[config.mk]
export PLATFORM = sky130hd
export DESIGN_NAME = uar_rx_recovery
export DESIGN_NICKNAME = d
export VERILOG_FILES = /design/src/verilog/uar_pkg.sv /design/src/verilog/uar_tick_if.sv /design/src/verilog/uar_tick_gen.sv /design/src/verilog/uar_rx_recovery.sv
export VERILOG_INCLUDE_DIRS = /design/src /design/src/verilog
export SDC_FILE = /design/constraint.sdc
export NUM_CORES = 1
export LEC_CHECK = 0
export ABC_CLOCK_PERIOD_IN_PS = 2900
export BUFFER_PORTS_ARGS = -buffer_cell sky130_fd_sc_hd__buf_4
export CORE_MARGIN = 5
export CORE_UTILIZATION = 38
export CTS_CLUSTER_DIAMETER = 120
export CTS_CLUSTER_SIZE = 30
export DETAILED_ROUTE_END_ITERATION = 8
export HOLD_SLACK_MARGIN = 0.02
export PLACE_DENSITY_LB_ADDON = 0.05
export SYNTH_ARGS = -nofsm -noshare
export SYNTH_HDL_FRONTEND = slang
export SYNTH_SLANG_ARGS = --single-unit
[constraint.sdc]
create_clock -name mclk -period 2.9 [get_ports mclk]
set_input_delay 0 -clock mclk [delete_from_list [all_inputs] [get_ports mclk]]
set_output_delay 0 -clock mclk [all_outputs]
set_load 0.01 [all_outputs]
[src/verilog/uar_params.svh]
// timing and sample-position constants for the receive recovery block
// assumes inclusion by the tick divider and recovery modules only
`ifndef UAR_PARAMS_SVH
`define UAR_PARAMS_SVH
`define UAR_SPB_NORMAL   5'd16
`define UAR_SPB_DOUBLE   5'd8
`define UAR_VOTE_N_FIRST 5'd8
`define UAR_VOTE_N_MID   5'd9
`define UAR_VOTE_N_LAST  5'd10
`define UAR_VOTE_D_FIRST 5'd4
`define UAR_VOTE_D_MID   5'd5
`define UAR_VOTE_D_LAST  5'd6
`define UAR_DBITS_MIN    4'd5
`define UAR_DBITS_MAX    4'd10
`define UAR_DIV_RST      12'h000
`endif

[src/verilog/uar_pkg.sv]
// types shared by the receive recovery modules
// assumes uar_params.svh is on the include path
package uar_pkg;
    typedef enum logic [1:0] {
        UAR_IDLE  = 2'b00,
        UAR_START = 2'b01,
        UAR_DATA  = 2'b11,
        UAR_STOP  = 2'b10
    } uar_state_t;
endpackage : uar_pkg

[src/verilog/uar_tick_if.sv]
// oversampling tick carrier between divider and recovery core
// assumes a single clock domain
interface uar_tick_if;
    logic tick;
    logic dbl;
    modport gen (output tick, output dbl);
    modport use_ (input tick, input dbl);
endinterface : uar_tick_if

[src/verilog/uar_tick_gen.sv]
// oversampling tick divider
// assumes divisor input is static while the receiver is running
`include "uar_params.svh"
module uar_tick_gen
    import uar_pkg::*;
#(
    parameter int DW = 12
) (
    input  wire logic          mclk,
    input  wire logic          nrst,
    input  wire logic [DW-1:0] baud_divisor_value,
    input  wire logic          double_speed_select,
    uar_tick_if.gen            tk
);
    logic [DW-1:0] cnt_q;
    logic          tick_q;

    // [RQ20] one tick per divisor period
    // [RQ16] exact divide, error set by divisor
    always_ff @(posedge mclk or negedge nrst) begin
        if (!nrst) begin
            cnt_q  <= DW'(`UAR_DIV_RST);
            tick_q <= 1'b0;
        end else if (cnt_q == '0) begin
            cnt_q  <= baud_divisor_value;
            tick_q <= 1'b1;
        end else begin
            cnt_q  <= cnt_q - 1'b1;
            tick_q <= 1'b0;
        end
    end

    assign tk.tick = tick_q;
    assign tk.dbl  = double_speed_select;
endmodule : uar_tick_gen

[src/verilog/uar_rx_recovery.sv]
// asynchronous receive clock and data recovery core
// assumes the downstream buffer takes frame_valid pulses without stall
`include "uar_params.svh"

// What this block does
// [RQ1] sample at 16x normal, 8x double speed
// [RQ2] double speed select bit chooses mode
// [RQ3] falling edge starts detection, sample one
// [RQ4] start check samples 8-10 or 4-6
// [RQ5] high majority rejects start as noise
// [RQ6] realign bit counter on every valid start
// [RQ7] state counter sixteen or eight per bit
// [RQ8] centre three samples decide every bit
// [RQ9] vote samples 8,9,10 or 4,5,6
// [RQ10] two of three majority sets value
// [RQ11] stop after first stop bit only
// [RQ12] zero stop bit sets stop error
// [RQ13] rearm right after last stop vote
// [RQ14] five to ten data plus parity bits
// [RQ15] transmitter rate within tolerated ratio
// [RQ16] split rate error between both ends
// [RQ17] stop error travels with its frame
// [RQ18] double speed halves the samples per bit
// [RQ19] two flop synchroniser on serial input
// [RQ20] advance only on oversampling ticks
module uar_rx_recovery
    import uar_pkg::*;
#(
    parameter int DW = 12
) (
    input  wire logic          mclk,
    input  wire logic          nrst,
    input  wire logic          rx_enable,
    input  wire logic          serial_input_line,
    input  wire logic          double_speed_select,
    input  wire logic [DW-1:0] baud_divisor_value,
    input  wire logic [3:0]    frame_bits,
    output logic [9:0]         frame_data,
    output logic               stop_bit_error_flag,
    output logic               frame_valid,
    output logic               rx_busy
);
    // ****************************************
    // tick source
    // ****************************************
    uar_tick_if tk ();

    // [RQ18] same ticks, eight samples per bit
    uar_tick_gen #(.DW(DW)) u_tick (
        .mclk               (mclk),
        .nrst               (nrst),
        .baud_divisor_value (baud_divisor_value),
        .double_speed_select(double_speed_select),
        .tk                 (tk)
    );

    // ****************************************
    // input synchroniser
    // ****************************************
    logic sync1_q;
    logic sync2_q;
    logic prev_q;

    // [RQ19] two flops, idle high after reset
    always_ff @(posedge mclk or negedge nrst) begin
        if (!nrst) begin
            sync1_q <= 1'b1;
            sync2_q <= 1'b1;
        end else begin
            sync1_q <= serial_input_line;
            sync2_q <= sync1_q;
        end
    end

    // ****************************************
    // helpers
    // ****************************************
    function automatic logic maj3(input logic [2:0] s);
        return (s[0] & s[1]) | (s[0] & s[2]) | (s[1] & s[2]);
    endfunction : maj3

    function automatic logic [3:0] clamp_bits(input logic [3:0] b);
        if (b < `UAR_DBITS_MIN)
            return `UAR_DBITS_MIN;
        else if (b > `UAR_DBITS_MAX)
            return `UAR_DBITS_MAX;
        return b;
    endfunction : clamp_bits

    // ****************************************
    // recovery state
    // ****************************************
    uar_state_t  st_q;
    logic [4:0]  smp_q;
    logic [3:0]  bit_q;
    logic [3:0]  nbits_q;
    logic [2:0]  vote_q;
    logic [9:0]  shf_q;
    logic        mode_q;

    logic [4:0] spb;
    logic [4:0] v_first;
    logic [4:0] v_mid;
    logic [4:0] v_last;
    logic       voted;

    // [RQ1] samples per bit by mode
    // [RQ18] half the samples doubles the rate
    // [RQ2] mode latched at start of frame
    assign spb     = mode_q ? `UAR_SPB_DOUBLE : `UAR_SPB_NORMAL;
    // [RQ9] vote window positions
    assign v_first = mode_q ? `UAR_VOTE_D_FIRST : `UAR_VOTE_N_FIRST;
    assign v_mid   = mode_q ? `UAR_VOTE_D_MID : `UAR_VOTE_N_MID;
    assign v_last  = mode_q ? `UAR_VOTE_D_LAST : `UAR_VOTE_N_LAST;
    // [RQ10] majority of the three centre samples
    assign voted   = maj3({vote_q[2:1], sync2_q});

    // edge detect only on ticks, previous sample of the stable copy
    always_ff @(posedge mclk or negedge nrst) begin
        if (!nrst)
            prev_q <= 1'b1;
        else if (tk.tick)
            prev_q <= sync2_q;
    end

    always_ff @(posedge mclk or negedge nrst) begin
        if (!nrst) begin
            st_q    <= UAR_IDLE;
            smp_q   <= 5'h00;
            bit_q   <= 4'h0;
            nbits_q <= `UAR_DBITS_MIN;
            vote_q  <= 3'h0;
            shf_q   <= 10'h000;
            mode_q  <= 1'b0;
        end else if (!rx_enable) begin
            st_q  <= UAR_IDLE;
            smp_q <= 5'h00;
        end else if (tk.tick) begin
            // [RQ20] one state step per tick
            unique case (st_q)
                UAR_IDLE: begin
                    // [RQ3] first low sample is sample one
                    if (prev_q && !sync2_q) begin
                        st_q    <= UAR_START;
                        smp_q   <= 5'h01;
                        mode_q  <= tk.dbl;
                        nbits_q <= clamp_bits(frame_bits);
                    end
                end
                UAR_START: begin
                    smp_q <= smp_q + 5'h01;
                    if (smp_q + 5'h01 == v_first)
                        vote_q[2] <= sync2_q;
                    if (smp_q + 5'h01 == v_mid)
                        vote_q[1] <= sync2_q;
                    // [RQ4] judge start on samples 8-10 / 4-6
                    if (smp_q + 5'h01 == v_last) begin
                        // [RQ5] high majority means noise
                        if (voted)
                            st_q <= UAR_IDLE;
                    end
                    // [RQ6] realign counter to this start bit
                    if (smp_q + 5'h01 == spb) begin
                        st_q  <= UAR_DATA;
                        smp_q <= 5'h00;
                        bit_q <= 4'h0;
                    end
                end
                UAR_DATA: begin
                    // [RQ7] state counter numbers each sample
                    smp_q <= (smp_q + 5'h01 == spb) ? 5'h00 : smp_q + 5'h01;
                    if (smp_q + 5'h01 == v_first)
                        vote_q[2] <= sync2_q;
                    if (smp_q + 5'h01 == v_mid)
                        vote_q[1] <= sync2_q;
                    // [RQ8] same vote for data and parity
                    if (smp_q + 5'h01 == v_last)
                        shf_q[bit_q] <= voted;
                    if (smp_q + 5'h01 == spb) begin
                        bit_q <= bit_q + 4'h1;
                        // [RQ14] frame length from setting
                        if (bit_q + 4'h1 == nbits_q)
                            st_q <= UAR_STOP;
                    end
                end
                UAR_STOP: begin
                    smp_q <= smp_q + 5'h01;
                    if (smp_q + 5'h01 == v_first)
                        vote_q[2] <= sync2_q;
                    if (smp_q + 5'h01 == v_mid)
                        vote_q[1] <= sync2_q;
                    // [RQ11] first stop bit ends the frame
                    // [RQ13] rearm at last stop vote sample
                    if (smp_q + 5'h01 == v_last) begin
                        st_q  <= UAR_IDLE;
                        smp_q <= 5'h00;
                    end
                end
            endcase
        end
    end

    // ****************************************
    // frame hand-off
    // ****************************************
    always_ff @(posedge mclk or negedge nrst) begin
        if (!nrst) begin
            frame_data          <= 10'h000;
            stop_bit_error_flag <= 1'b0;
            frame_valid         <= 1'b0;
        end else begin
            frame_valid <= 1'b0;
            if (rx_enable && tk.tick && st_q == UAR_STOP && smp_q + 5'h01 == v_last) begin
                frame_valid         <= 1'b1;
                // unused high bits forced to zero for short characters
                for (int i = 0; i < 10; i++)
                    frame_data[i] <= (4'(i) < nbits_q) ? shf_q[i] : 1'b0;
                // [RQ12] zero stop bit flags error
                // [RQ17] flag paired with its frame data
                stop_bit_error_flag <= ~voted;
            end
        end
    end

    always_ff @(posedge mclk or negedge nrst) begin
        if (!nrst)
            rx_busy <= 1'b0;
        else
            rx_busy <= (st_q != UAR_IDLE);
    end
endmodule : uar_rx_recovery

==> run_results.csv <==
group,metric,value,unit
outcome,outcome,"finished, final reports clean",
detailed_routing,drc,0,
clock_tree,cts_tree,"built",
sta,period_share,89.5,%
setup_path,reg2reg_to,"frame_data[8]",
global_routing,grt-ovfl-total,0,
sta,clock_skew,9.37,ps
clock_tree,cts_htree_levels,3,
global_routing,grt_use_met3,3.93,%
hold_path,min_from,"baud_divisor_value[8]",
finish,drive_above_1_share,25.9,%
placement,dp_hpwl,4.47,mm
logic_synthesis,synth_seq_cells,57,
logic_synthesis,syn_area_per_cell,10.3,um2
clock_tree,numCtsBuffers,9,
setup_path,crit_path_end_kind,"flop",
floorplanning,io_pins,34,
finish,utilization,49.0,%
setup_path,crit_type,"reg2reg",
setup_path,reg2reg_depth,8,
power,power.total,2070,uW
global_routing,met2_usage,21.1,%
floorplanning,dieWidth,99.1,um
logic_synthesis,yosys_warnings,0,
power,p_per_area,546,nW/um2
hold_path,worstHoldPathCells,4,
setup_path,crit_path_cell_trace,"ha_2 > inv_1 > o21ai_0 > mux2i_1 > or3b_2 > nor3_2 > buf_4 > mux2_2",
placement,dp.cells,420,
detailed_routing,drt-vias-per-instance,5.05,
logic_synthesis,synth_top_area_share,43.1,%
global_routing,grt_usage,14.3,%
finish,antenna_cells,0,
global_routing,grt_pass1_vias,2335,
sta,period_needed,2600,ps
global_routing,grt_max_degree,58,
power,vdd_drop_max,294,uV
logic_synthesis,ys_async_sr_fraction,100,%
global_routing,antenna_found_initial,0,
setup_path,crit_family,"simple AND/OR/NAND/NOR gates",
detailed_routing,dr.pass1.iters,4,
clock_tree,cts.sinks,57,
setup_path,critPathSlowestCell,"or3b_2",
detailed_routing,routed_wl,6.52,mm
logic_synthesis,syn_area,3020,um2
setup_path,crit_start,"smp_q[0]",
logic_synthesis,synth_edf_count,0,
sta,finalHoldViolCount,0,
sta,setup_violations,0,
detailed_routing,drt_iter0_drc,72,
floorplanning,die-height,99.1,um
logic_synthesis,synth_cells,294,
setup_path,crit_arrival,2820,ps
logic_synthesis,synth.top_cells.by_count,"dfrtp_1, nor2_1, inv_1, mux2_2, nand2_1",
floorplanning,start_util,39.0,%
finish,final_nets,376,
clock_tree,cts.path.max_buffers,2,
placement,portBuffers,33,
placement,globalplace.congestion,0.732,
setup_path,setup.worst_path.start_class,"flop",
sta,rsz0062_at_grt,"no",
logic_synthesis,synthMostInstantiatedCell,"dfrtp_1",
logic_synthesis,ys_types,48,
finish,layout-area-overhead-vs-synth,25.5,%
floorplanning,core-area,7730,um2
hold_path,holdPathEnd,"u_tick.cnt_q[8]",
detailed_routing,via_count,2292,
logic_synthesis,yosysSeqAreaShare,47.5,%
setup_path,rr_startpoint,"smp_q[0]",
sta,worst_pin_slew,724,ps
logic_synthesis,netlist_top_cells_area,"dfrtp_1, mux2_2, dfstp_2, mux2i_1, ha_1",
sta,setup_tns,0,ps
finish,instances_no_fill,454,
logic_synthesis,syn_nets,323,
global_routing,grt_util_met1,20.3,%
detailed_routing,wl_per_cell,14.4,um
logic_synthesis,yosys.area.top_type,"dfrtp_1",
global_routing,grt-busiest-layer,"met2",
clock_tree,clk_latency,330,ps
clock_tree,path_clk_slew,70,ps
sta,fmax,385,MHz
setup_path,slowest_delay,540,ps
sta,slew_viol_final,0,
sta,max-slew-margin-rel,51.3,%
floorplanning,dieArea,9820,um2
setup_path,critPathBufInv,2,
setup_path,cp_max_fo,12,
setup_path,rrSetupSlack,300,ps
global_routing,grt_pass1_wl,11.3,mm
logic_synthesis,synth-main-ff-cell,"dfrtp_1",
setup_path,required,3120,ps
run,max_cap_violations,0,
clock_tree,cts_root_buf,"clkbuf_8",
hold_path,hold_path.class,"in2reg",
floorplanning,rows,32,
detailed_routing,postRouteAntennaNets,0,
power,p_leak,0.00168,uW
==> worst register-to-register path, stage by stage (launching register included) <==
cell and delay [ps]:
dfrtp_1 470, ha_2 320, inv_1 80, o21ai_0 170
mux2i_1 130, or3b_2 550, nor3_2 180, buf_4 240
mux2_2 360
==> flip-flops by register name, summed over array words and instances (netlist names) <==
name                 cells
u_tick.tk.tick           1
bit_q                    4
prev_q                   1
smp_q                    5
frame_valid              1
vote_q                   2
nbits_q                  4
shf_q                   10
sync1_q                  1
stop_bit_error_flag      1
mode_q                   1
rx_busy                  1
st_q                     2
sync2_q                  1
u_tick.cnt_q            12
frame_data              10
==> layout make-up <==
cell class | instances | area [um2]
Tap cell | 102 | 128
Timing Repair Buffer | 56 | 465
Clock inverter | 7 | 118
Fill cell | 717 | 3940
Multi-Input combinational cell | 203 | 1450
Inverter | 20 | 75.1
Sequential cell | 57 | 1430
Clock buffer | 9 | 124
==> per-stage QoR <==
step                      hold slack [ps]  cell area (um2)  worst slack (ps)
after CTS                            23.4             3780               210
after floorplan                      -296             3020               221
after detailed placement              113             3360               251
after global routing                 68.6             3790              96.4
final                                37.5             3790               304
after global placement                110             3360               330
==> repair_timing <==
action | in CTS | in global routing
setup buffers | 0 | 0
resized for setup | 0 | 1
endpoints found under the setup margin | 0 | 1
hold buffers | 18 | 0
endpoints found under the hold margin | 70 | 0
==> layer usage <==
metal	wire length [um]	up-vias
met2	2870	47
met5	0	-
met1	3250	1095
met3	312	6
li1	-	1144
met4	76	0
==> cells in the final DEF (no fill, tap or decap), types with 9 or more instances in the layout <==
cell type	Yosys	routed
inv_1	20	20
clkbuf_8	0	9
nor2_1	23	23
nand3_1	11	11
a21oi_1	12	12
xnor2_1	9	9
mux2_2	20	20
mux2i_1	11	11
buf_4	0	38
dlygate4sd3_1	0	18
o21ai_0	16	16
nand2_1	20	20
dfrtp_1	52	52
==> worst max path at each step <==
stage	end	slack, ps	cells past startpoint
after floorplan	frame_data[5]	220	8
after global placement	frame_data[5]	330	8
after detailed placement	frame_data[5]	250	8
after CTS	frame_data[8]	210	8
after global routing	frame_data[8]	100	8
final	frame_data[8]	300	8
==> cells by family after synthesis <==
| group | count (synthesis) | synth area share [%] |
|---|---|---|
| DFF | 57 | 47.5 |
| and+or+nand+nor | 92 | 16.5 |
| muxes | 31 | 11.1 |
| AOI/OAI and AO/OA | 56 | 12.0 |
| xor gates and xnor gates | 14 | 4.06 |
| buffers and inverters | 34 | 4.85 |
| adders and majority gates | 10 | 3.98 |
==> report_power, final <==
part / switching (uW) / total, uW / internal (uW) / leakage (uW)
registers: 81.0 / 951 / 870 / 0.000699
clock network: 345 / 918 / 572 / 0.000124
logic: 83.0 / 201 / 118 / 0.000853
total: 509 / 2070 / 1560 / 0.00168
Power figures use the tool's default switching activity.
